$ cat config.mk
export PLATFORM = sky130hd
export DESIGN_NAME = pdcs_port_devctl
export DESIGN_NICKNAME = d
export VERILOG_FILES = /design/src/pdcs_pkg.sv /design/src/pdcs_sticky_flag.sv /design/src/pdcs_port_devctl.sv
export SDC_FILE = /design/constraint.sdc
export NUM_CORES = 1
export LEC_CHECK = 0
export BUFFER_PORTS_ARGS = -buffer_cell sky130_fd_sc_hd__buf_2
export CORE_ASPECT_RATIO = 0.75
export CORE_MARGIN = 2
export CORE_UTILIZATION = 40
export DETAILED_ROUTE_END_ITERATION = 6
export PLACE_DENSITY = 0.72
export SLEW_MARGIN = 25
export SYNTH_ARGS = -nofsm -noshare
export SYNTH_HDL_FRONTEND = slang
export SYNTH_SLANG_ARGS = --single-unit
$ cat constraint.sdc
create_clock -name hclk -period 3.05 [get_ports hclk]
set_clock_uncertainty 0.15 [all_clocks]
set_input_delay 0.1525 -clock hclk [delete_from_list [all_inputs] [get_ports hclk]]
set_output_delay 0.1525 -clock hclk [all_outputs]
set_load 0.005 [all_outputs]
$ cat src/pdcs_pkg.sv
// constants and types of the port device control and status register pair
package pdcs_pkg;

   // register byte addresses
   localparam logic [31:0] PDCS_DEVCS_ADDR = 32'h0000_00c8;
   localparam logic [31:0] PDCS_IRQ_STATUS_ADDR = 32'h0000_00e0;
   localparam logic [31:0] PDCS_IRQ_MASK_ADDR = 32'h0000_00e4;
   localparam int PDCS_ADDR_W = 12;

   // number of error classes: correctable, non-fatal, fatal, unsupported request
   localparam int PDCS_NUM_ERR = 4;

   // control half field positions
   localparam int PDCS_ERR_EN_LSB = 0;
   localparam int PDCS_RELAX_ORD_BIT = 4;
   localparam int PDCS_MPS_LSB = 5;
   localparam int PDCS_MPS_MSB = 7;
   localparam int PDCS_EXT_TAG_BIT = 8;
   localparam int PDCS_PHANTOM_BIT = 9;
   localparam int PDCS_AUX_PM_BIT = 10;
   localparam int PDCS_NO_SNOOP_BIT = 11;
   localparam int PDCS_MRRS_LSB = 12;
   localparam int PDCS_MRRS_MSB = 14;

   // status half field positions
   localparam int PDCS_ERR_DET_LSB = 16;
   localparam int PDCS_AUX_DET_BIT = 20;
   localparam int PDCS_TRANS_PEND_BIT = 21;

   // payload size codes
   localparam logic [2:0] PDCS_MPS_128 = 3'h0;
   localparam logic [2:0] PDCS_MPS_256 = 3'h1;
   localparam logic [2:0] PDCS_MPS_512 = 3'h2;

   // reset values and hardwired field values
   localparam logic [3:0] PDCS_ERR_EN_RST = 4'h0;
   localparam logic [2:0] PDCS_MPS_RST = PDCS_MPS_128;
   localparam logic [2:0] PDCS_MPS_SUP_RST = PDCS_MPS_256;
   localparam logic PDCS_AUX_PM_RST = 1'h0;
   localparam logic PDCS_AUX_DET_RST = 1'h1;
   localparam logic [3:0] PDCS_IRQ_MASK_RST = 4'h0;
   localparam logic [2:0] PDCS_MRRS_VAL = 3'h0;
   localparam logic PDCS_HARD_ZERO = 1'h0;

   // ahb encodings
   localparam logic [1:0] PDCS_HTRANS_NONSEQ = 2'h2;
   localparam logic [1:0] PDCS_HTRANS_SEQ = 2'h3;
   localparam logic PDCS_HRESP_OKAY = 1'h0;

   typedef enum logic [1:0] {
      PDCS_BS_IDLE,
      PDCS_BS_WRITE,
      PDCS_BS_READ
   } pdcs_bus_state_t;

endpackage

$ cat src/pdcs_sticky_flag.sv
// one write-one-to-clear sticky flag in which a set beats a clear
module pdcs_sticky_flag (
   input wire logic hclk,
   input wire logic hresetn,
   input wire logic set_i,
   input wire logic clear_i,
   output logic flag_o
);

   logic flag_r;
   logic flag_nxt;

   always_comb begin
      flag_nxt = flag_r;
      if (clear_i) begin
         flag_nxt = 1'b0;
      end
      if (set_i) begin
         flag_nxt = 1'b1;
      end
   end

   always_ff @(posedge hclk or negedge hresetn) begin
      if (!hresetn) begin
         flag_r <= 1'b0;
      end else begin
         flag_r <= flag_nxt;
      end
   end

   assign flag_o = flag_r;

endmodule

$ cat src/pdcs_port_devctl.sv
// device control and device status register pair of one switch port, ahb-lite slave
//
// Behaviour
// - four read-write error reporting enables at bits 0 to 3, reset zero
// - relaxed ordering enable at bit 4 is read-only zero
// - payload size limit at bits 7:5, reset 000b, clamped to supported size
// - codes 128/256/512 bytes; supported size 001b or 010b from strap
// - extended tag and phantom function enables read zero whatever is written
// - auxiliary power management enable at bit 10, read-write, reset zero
// - no-snoop enable at bit 11 is read-only zero
// - status bits 16 to 19 log each error class, write one clears
// - auxiliary power detected flag at bit 20, read-only, reset one
// - transactions pending at bit 21 hardwired to zero
//
// byte addresses: 0xc8 control and status halves, 0xe0 irq status, 0xe4 irq mask
// irq status is kept apart from status bits 19:16, each cleared on its own
module pdcs_port_devctl
   import pdcs_pkg::*;
#(
   parameter int NUM_ERR = PDCS_NUM_ERR
) (
   input wire logic hclk,
   input wire logic hresetn,
   input wire logic hsel,
   input wire logic [31:0] haddr,
   input wire logic [1:0] htrans,
   input wire logic hwrite,
   input wire logic [2:0] hsize,
   input wire logic [31:0] hwdata,
   input wire logic hready,
   output logic hreadyout,
   output logic hresp,
   output logic [31:0] hrdata,
   input wire logic large_payload_strap,
   input wire logic aux_power_sense,
   input wire logic [NUM_ERR-1:0] err_detect,
   output logic [NUM_ERR-1:0] err_report,
   output logic [2:0] max_payload_size,
   output logic aux_power_pm_en,
   output logic irq
);

   ////////////////////////////////////////////////////////////////
   // bus phase tracking

   pdcs_bus_state_t bus_state_r;
   pdcs_bus_state_t bus_state_nxt;
   logic [PDCS_ADDR_W-1:0] addr_r;
   logic [PDCS_ADDR_W-1:0] addr_nxt;
   logic hreadyout_r;
   logic hreadyout_nxt;
   logic [31:0] hrdata_r;
   logic [31:0] hrdata_nxt;
   logic addr_take;

   // only word transfers are expected, so the size is not decoded
   assign addr_take = hsel && hready && (htrans == PDCS_HTRANS_NONSEQ || htrans == PDCS_HTRANS_SEQ);

   always_comb begin
      bus_state_nxt = bus_state_r;
      addr_nxt = addr_r;
      hreadyout_nxt = 1'b1;
      unique case (bus_state_r)
         PDCS_BS_IDLE, PDCS_BS_WRITE: begin
            bus_state_nxt = PDCS_BS_IDLE;
            if (addr_take) begin
               addr_nxt = haddr[PDCS_ADDR_W-1:0];
               if (hwrite) begin
                  bus_state_nxt = PDCS_BS_WRITE;
               end else begin
                  // reads take one wait state so they see the last write
                  bus_state_nxt = PDCS_BS_READ;
                  hreadyout_nxt = 1'b0;
               end
            end
         end
         PDCS_BS_READ: begin
            bus_state_nxt = PDCS_BS_IDLE;
         end
         default: begin
            bus_state_nxt = PDCS_BS_IDLE;
         end
      endcase
   end

   always_ff @(posedge hclk or negedge hresetn) begin
      if (!hresetn) begin
         bus_state_r <= PDCS_BS_IDLE;
         addr_r <= '0;
         hreadyout_r <= 1'b1;
      end else begin
         bus_state_r <= bus_state_nxt;
         addr_r <= addr_nxt;
         hreadyout_r <= hreadyout_nxt;
      end
   end

   ////////////////////////////////////////////////////////////////
   // address decode for the data phase

   logic wr_devcs;
   logic wr_irq_status;
   logic wr_irq_mask;
   logic sel_devcs;
   logic sel_irq_status;
   logic sel_irq_mask;

   assign sel_devcs = (addr_r == PDCS_DEVCS_ADDR[PDCS_ADDR_W-1:0]);
   assign sel_irq_status = (addr_r == PDCS_IRQ_STATUS_ADDR[PDCS_ADDR_W-1:0]);
   assign sel_irq_mask = (addr_r == PDCS_IRQ_MASK_ADDR[PDCS_ADDR_W-1:0]);
   assign wr_devcs = (bus_state_r == PDCS_BS_WRITE) && sel_devcs;
   assign wr_irq_status = (bus_state_r == PDCS_BS_WRITE) && sel_irq_status;
   assign wr_irq_mask = (bus_state_r == PDCS_BS_WRITE) && sel_irq_mask;

   ////////////////////////////////////////////////////////////////
   // supported payload size, caught from the strap after reset

   logic [2:0] mps_sup_r;
   logic [2:0] mps_sup_nxt;
   logic strap_taken_r;
   logic strap_taken_nxt;

   always_comb begin
      mps_sup_nxt = mps_sup_r;
      strap_taken_nxt = 1'b1;
      // later strap moves are ignored until the next reset
      if (!strap_taken_r) begin
         mps_sup_nxt = large_payload_strap ? PDCS_MPS_512 : PDCS_MPS_256;
      end
   end

   always_ff @(posedge hclk or negedge hresetn) begin
      if (!hresetn) begin
         mps_sup_r <= PDCS_MPS_SUP_RST;
         strap_taken_r <= 1'b0;
      end else begin
         mps_sup_r <= mps_sup_nxt;
         strap_taken_r <= strap_taken_nxt;
      end
   end

   ////////////////////////////////////////////////////////////////
   // control half

   logic [NUM_ERR-1:0] err_en_r;
   logic [NUM_ERR-1:0] err_en_nxt;
   logic [2:0] mps_r;
   logic [2:0] mps_nxt;
   logic aux_pm_r;
   logic aux_pm_nxt;
   logic [2:0] mps_wr;
   logic [NUM_ERR-1:0] err_en_wr;
   logic aux_pm_wr;

   // write fields picked from the data phase word
   assign mps_wr = hwdata[PDCS_MPS_MSB:PDCS_MPS_LSB];
   assign err_en_wr = hwdata[PDCS_ERR_EN_LSB +: NUM_ERR];
   assign aux_pm_wr = hwdata[PDCS_AUX_PM_BIT];

   always_comb begin
      err_en_nxt = err_en_r;
      mps_nxt = mps_r;
      aux_pm_nxt = aux_pm_r;
      if (wr_devcs) begin
         err_en_nxt = err_en_wr;
         mps_nxt = (mps_wr > mps_sup_r) ? mps_sup_r : mps_wr;
         aux_pm_nxt = aux_pm_wr;
      end
      // a limit above the supported size is pulled down to it, with or without a write
      if (mps_nxt > mps_sup_r) begin
         mps_nxt = mps_sup_r;
      end
   end

   always_ff @(posedge hclk or negedge hresetn) begin
      if (!hresetn) begin
         err_en_r <= PDCS_ERR_EN_RST[NUM_ERR-1:0];
         mps_r <= PDCS_MPS_RST;
         aux_pm_r <= PDCS_AUX_PM_RST;
      end else begin
         err_en_r <= err_en_nxt;
         mps_r <= mps_nxt;
         aux_pm_r <= aux_pm_nxt;
      end
   end

   ////////////////////////////////////////////////////////////////
   // status half and interrupt flags

   logic [NUM_ERR-1:0] err_det;
   logic [NUM_ERR-1:0] irq_flag;
   logic [NUM_ERR-1:0] irq_mask_r;
   logic [NUM_ERR-1:0] irq_mask_nxt;
   logic aux_det_r;
   logic aux_det_nxt;
   logic [NUM_ERR-1:0] err_clr;
   logic [NUM_ERR-1:0] irq_clr;

   // write one clears, a zero leaves the flag alone
   always_comb begin
      err_clr = '0;
      irq_clr = '0;
      if (wr_devcs) begin
         err_clr = hwdata[PDCS_ERR_DET_LSB +: NUM_ERR];
      end
      if (wr_irq_status) begin
         irq_clr = hwdata[NUM_ERR-1:0];
      end
   end

   genvar gi;
   generate
      for (gi = 0; gi < NUM_ERR; gi++) begin : g_flag
         // logged whatever the reporting enable holds
         // set beats clear so an error in the clearing cycle is kept
         pdcs_sticky_flag u_err_det (
            .hclk(hclk),
            .hresetn(hresetn),
            .set_i(err_detect[gi]),
            .clear_i(err_clr[gi]),
            .flag_o(err_det[gi])
         );
         pdcs_sticky_flag u_irq_flag (
            .hclk(hclk),
            .hresetn(hresetn),
            .set_i(err_detect[gi]),
            .clear_i(irq_clr[gi]),
            .flag_o(irq_flag[gi])
         );
      end
   endgenerate

   always_comb begin
      irq_mask_nxt = irq_mask_r;
      if (wr_irq_mask) begin
         irq_mask_nxt = hwdata[NUM_ERR-1:0];
      end
      aux_det_nxt = aux_power_sense;
   end

   always_ff @(posedge hclk or negedge hresetn) begin
      if (!hresetn) begin
         irq_mask_r <= PDCS_IRQ_MASK_RST[NUM_ERR-1:0];
         aux_det_r <= PDCS_AUX_DET_RST;
      end else begin
         irq_mask_r <= irq_mask_nxt;
         aux_det_r <= aux_det_nxt;
      end
   end

   ////////////////////////////////////////////////////////////////
   // read data assembly

   logic [31:0] devcs_word;

   always_comb begin
      devcs_word = '0;
      devcs_word[PDCS_ERR_EN_LSB +: NUM_ERR] = err_en_r;
      devcs_word[PDCS_RELAX_ORD_BIT] = PDCS_HARD_ZERO;
      devcs_word[PDCS_MPS_MSB:PDCS_MPS_LSB] = mps_r;
      devcs_word[PDCS_EXT_TAG_BIT] = PDCS_HARD_ZERO;
      devcs_word[PDCS_PHANTOM_BIT] = PDCS_HARD_ZERO;
      devcs_word[PDCS_AUX_PM_BIT] = aux_pm_r;
      devcs_word[PDCS_NO_SNOOP_BIT] = PDCS_HARD_ZERO;
      devcs_word[PDCS_MRRS_MSB:PDCS_MRRS_LSB] = PDCS_MRRS_VAL;
      devcs_word[PDCS_ERR_DET_LSB +: NUM_ERR] = err_det;
      devcs_word[PDCS_AUX_DET_BIT] = aux_det_r;
      devcs_word[PDCS_TRANS_PEND_BIT] = PDCS_HARD_ZERO;
   end

   always_comb begin
      hrdata_nxt = hrdata_r;
      if (bus_state_r == PDCS_BS_READ) begin
         // unmapped offsets read as zero
         hrdata_nxt = '0;
         if (sel_devcs) begin
            hrdata_nxt = devcs_word;
         end else if (sel_irq_status) begin
            hrdata_nxt[NUM_ERR-1:0] = irq_flag;
         end else if (sel_irq_mask) begin
            hrdata_nxt[NUM_ERR-1:0] = irq_mask_r;
         end
      end
   end

   always_ff @(posedge hclk or negedge hresetn) begin
      if (!hresetn) begin
         hrdata_r <= '0;
      end else begin
         hrdata_r <= hrdata_nxt;
      end
   end

   ////////////////////////////////////////////////////////////////
   // registered side outputs

   logic [NUM_ERR-1:0] err_report_r;
   logic [NUM_ERR-1:0] err_report_nxt;
   logic irq_r;
   logic irq_nxt;
   logic [2:0] mps_out_r;
   logic [2:0] mps_out_nxt;
   logic aux_pm_out_r;
   logic aux_pm_out_nxt;
   logic hresp_r;
   logic hresp_nxt;

   always_comb begin
      err_report_nxt = err_detect & err_en_r;
      irq_nxt = |(irq_flag & irq_mask_r);
      mps_out_nxt = mps_r;
      aux_pm_out_nxt = aux_pm_r;
      // no error responses are ever given
      hresp_nxt = PDCS_HRESP_OKAY;
   end

   always_ff @(posedge hclk or negedge hresetn) begin
      if (!hresetn) begin
         err_report_r <= '0;
         irq_r <= 1'b0;
         mps_out_r <= PDCS_MPS_RST;
         aux_pm_out_r <= PDCS_AUX_PM_RST;
         hresp_r <= PDCS_HRESP_OKAY;
      end else begin
         err_report_r <= err_report_nxt;
         irq_r <= irq_nxt;
         mps_out_r <= mps_out_nxt;
         aux_pm_out_r <= aux_pm_out_nxt;
         hresp_r <= hresp_nxt;
      end
   end

   assign hreadyout = hreadyout_r;
   assign hresp = hresp_r;
   assign hrdata = hrdata_r;
   assign err_report = err_report_r;
   assign irq = irq_r;
   assign max_payload_size = mps_out_r;
   assign aux_power_pm_en = aux_pm_out_r;

endmodule

==> impl_metrics.json <==
{
  "critPathKind": "flop to flop",
  "avgSynthCellArea_sq_um": 11.9,
  "ant_nets": 0,
  "rows": 26,
  "n_antenna_cell": 0,
  "r2r-end": "mps_out_nxt[0]",
  "cts_setup_buffers": 0,
  "p_leak_nw": 1.74,
  "antenna_found_initial": 0,
  "dp.cells": 380,
  "setup_tns_ps": 0,
  "numCtsBuffers": 9,
  "fin_ws_ps": 182,
  "dieArea_sq_um": 7790,
  "yosysSeqAreaShare_pct": 53.9,
  "grt_max_degree": 62,
  "hold_viol_final": 0,
  "h-tree-depth": 3,
  "tightest_slew_ps": 765,
  "drtIter0Drc": 50,
  "place_ws_ps": 192,
  "power_density_nw_per_um2": 519,
  "clk_pin_slew_worst_paths_ps": 60,
  "rsz0062_at_grt": "false",
  "synth_edf_count": 0,
  "syn_inst": 238,
  "cts_tree": "done",
  "r2r-start": "mps_sup_r[1]",
  "synthesis.area_sq_um": 2840,
  "ys_warn_count": 0,
  "post_cts_resize_count": 0,
  "synth-main-ff-cell": "dfrtp_1",
  "ios": 123,
  "maxCapViolations": 0,
  "layout.nets": 420,
  "post_drt_wl_per_cell_um": 14.2,
  "syn_to_final_growth_pct": 27.8,
  "die_y_um": 77.0,
  "ys_ff_latch": 61,
  "vias_per_cell": 4.82,
  "start_util_pct": 41.6,
  "rrSetupSlack_ps": 180,
  "fin_cells": 425,
  "design.core.area_sq_um": 6830,
  "period_minus_slack_ps": 2870,
  "detail_route.wirelength_um": 6040,
  "grt_use_total_pct": 17.1,
  "grt_pass1_wl_um": 10200,
  "synth_area_leaders": "dfrtp_1 51%, mux2_2 11%, buf_4 5.6%, nand2_1 3.8%, dfstp_2 2.8%",
  "drive_gt1_share_pct": 35.8,
  "yosys.area.top_type_share_pct": 51.1,
  "slew_headroom_pct": 49.0,
  "grt-ovfl-total": 0,
  "grt_pass1_vias": 2117,
  "report.final.slew_viol_count": 0,
  "status": "completed",
  "clock_latency_ps": 340,
  "synthArstFlopShare_pct": 100,
  "dpl.hpwl_um": 4200,
  "synth_area_leader_cell": "dfrtp_1",
  "arrival_ps": 2950,
  "required_ps": 3130,
  "p_total_w": 0.00188,
  "io_buffer_count": 58,
  "synth_cell_type_count": 45,
  "path_max_fanout": 4,
  "gp_congestion": 0.779,
  "cts_buffer_depth": 2,
  "die_x_um": 101,
  "clock-root-buffer": "clkbuf_8",
  "max_freq_mhz": 349,
  "min_path_type": "input pin to flop",
  "drc": 0,
  "clkSinkCount": 61,
  "cp-startpoint": "mps_sup_r[1]",
  "period_share_pct": 94.0,
  "first_pass_iters": 4,
  "vias": 2050,
  "setup_violations": 0,
  "irDropWorstVdd_mv": 0.335,
  "worstHoldStart": "hwdata[5]",
  "final_cell_mix": "58 x dfrtp_1, 58 x buf_2, 29 x nand2_1, 29 x dlygate4sd3_1, 27 x mux2_2",
  "post-route-util_pct": 53.1,
  "hold_depth": 5,
  "hold-path-endpoint": "mps_out_nxt[0]",
  "critPathCaptureType": "flop",
  "startpoint_type": "flop",
  "ff2ff_path_depth": 11
}
## worst max-delay path, cell delays in order (launching register included)
cell      delay [ps]
dfrtp_1          390
inv_1            120
ha_1             320
nand2b_1          60
a32oi_1          250
mux2i_1          120
mux2_2           270
ha_1             320
nand2b_1         140
a22oi_1          120
o21bai_1         200
a221oi_1         300
## synth_stat cells (2+ instances only)
cell type / n
clkbuf_1: 2
inv_1: 9
mux2_2: 27
a21o_1: 8
and2b_2: 2
a22oi_1: 3
o21ai_0: 7
dfstp_2: 3
nor3_1: 4
a32oi_1: 3
nor2_1: 7
ha_1: 4
nand2b_1: 4
nor4_1: 2
o31ai_1: 4
or3b_2: 3
buf_4: 21
dfrtp_1: 58
o21ai_1: 2
a21oi_1: 4
and2_1: 4
mux2i_1: 5
nand2_1: 29
conb_1: 2
## state kept, by name, indices dropped and copies added, names as in the netlist, 4 cells and up
register                  count
irq_mask_r                    4
g_flag.u_err_det.flag_o       4
addr_r                       12
hrdata                       13
g_flag.u_irq_flag.flag_o      4
err_report                    4
err_en_r                      4
## area by class of cell
cell class,count,area [sq um]
clock inverters,4,25.0
inverters,9,33.8
well taps,84,105
repair buffers,93,626
clock buffers,12,145
multi-input cells,162,1160
flip-flops and latches,61,1530
fillers,623,3200
## report_power, final
part / internal, W / switching [W]
combinational: 0.000179 / 0.000155
clock: 0.000314 / 0.000304
sequential: 0.000871 / 0.0000585
## kinds of logic after synthesis
family | share of synthesized area, %
other | 0.265
flip-flops | 53.9
buffers and inverters | 7.80
AND/OR/NAND/NOR | 15.1
adder cells (fa/ha/maj) | 1.76
AO/OA/AOI/OAI | 8.73
multiplexers | 12.5
## through the flow
| step | area, sq um | hold WS [ps] |
|---|---|---|
| CTS | 3630 | 175 |
| detailed placement | 3170 | 118 |
| global route | 3630 | 239 |
| global placement | 3170 | 116 |
| floorplan | 2910 | -293 |
| finish | 3630 | 180 |
## per-layer routing
layer	track usage, %	up-vias	part of all wire, %
met5	0	-	0
met4	4.59	0	1.2
met3	6.93	7	6.0
met2	25.8	63	47
met1	22.9	995	46
li1	-	985	-
## worst max-delay path by stage
stage / end / slack (ps)
after floorplan: mps_out_nxt[0] / 270
after global placement: mps_out_nxt[0] / 320
after detailed placement: mps_out_nxt[0] / 190
after CTS: mps_out_nxt[0] / 170
after global routing: mps_out_nxt[0] / 3
final: mps_out_nxt[0] / 180
## what timing repair did
item | in CTS | in global routing
endpoints found under the hold margin | 97 | 0
hold buffers | 29 | 0
setup endpoints to repair | 0 | 0
Note: power is estimated with default switching activity, not from simulation.
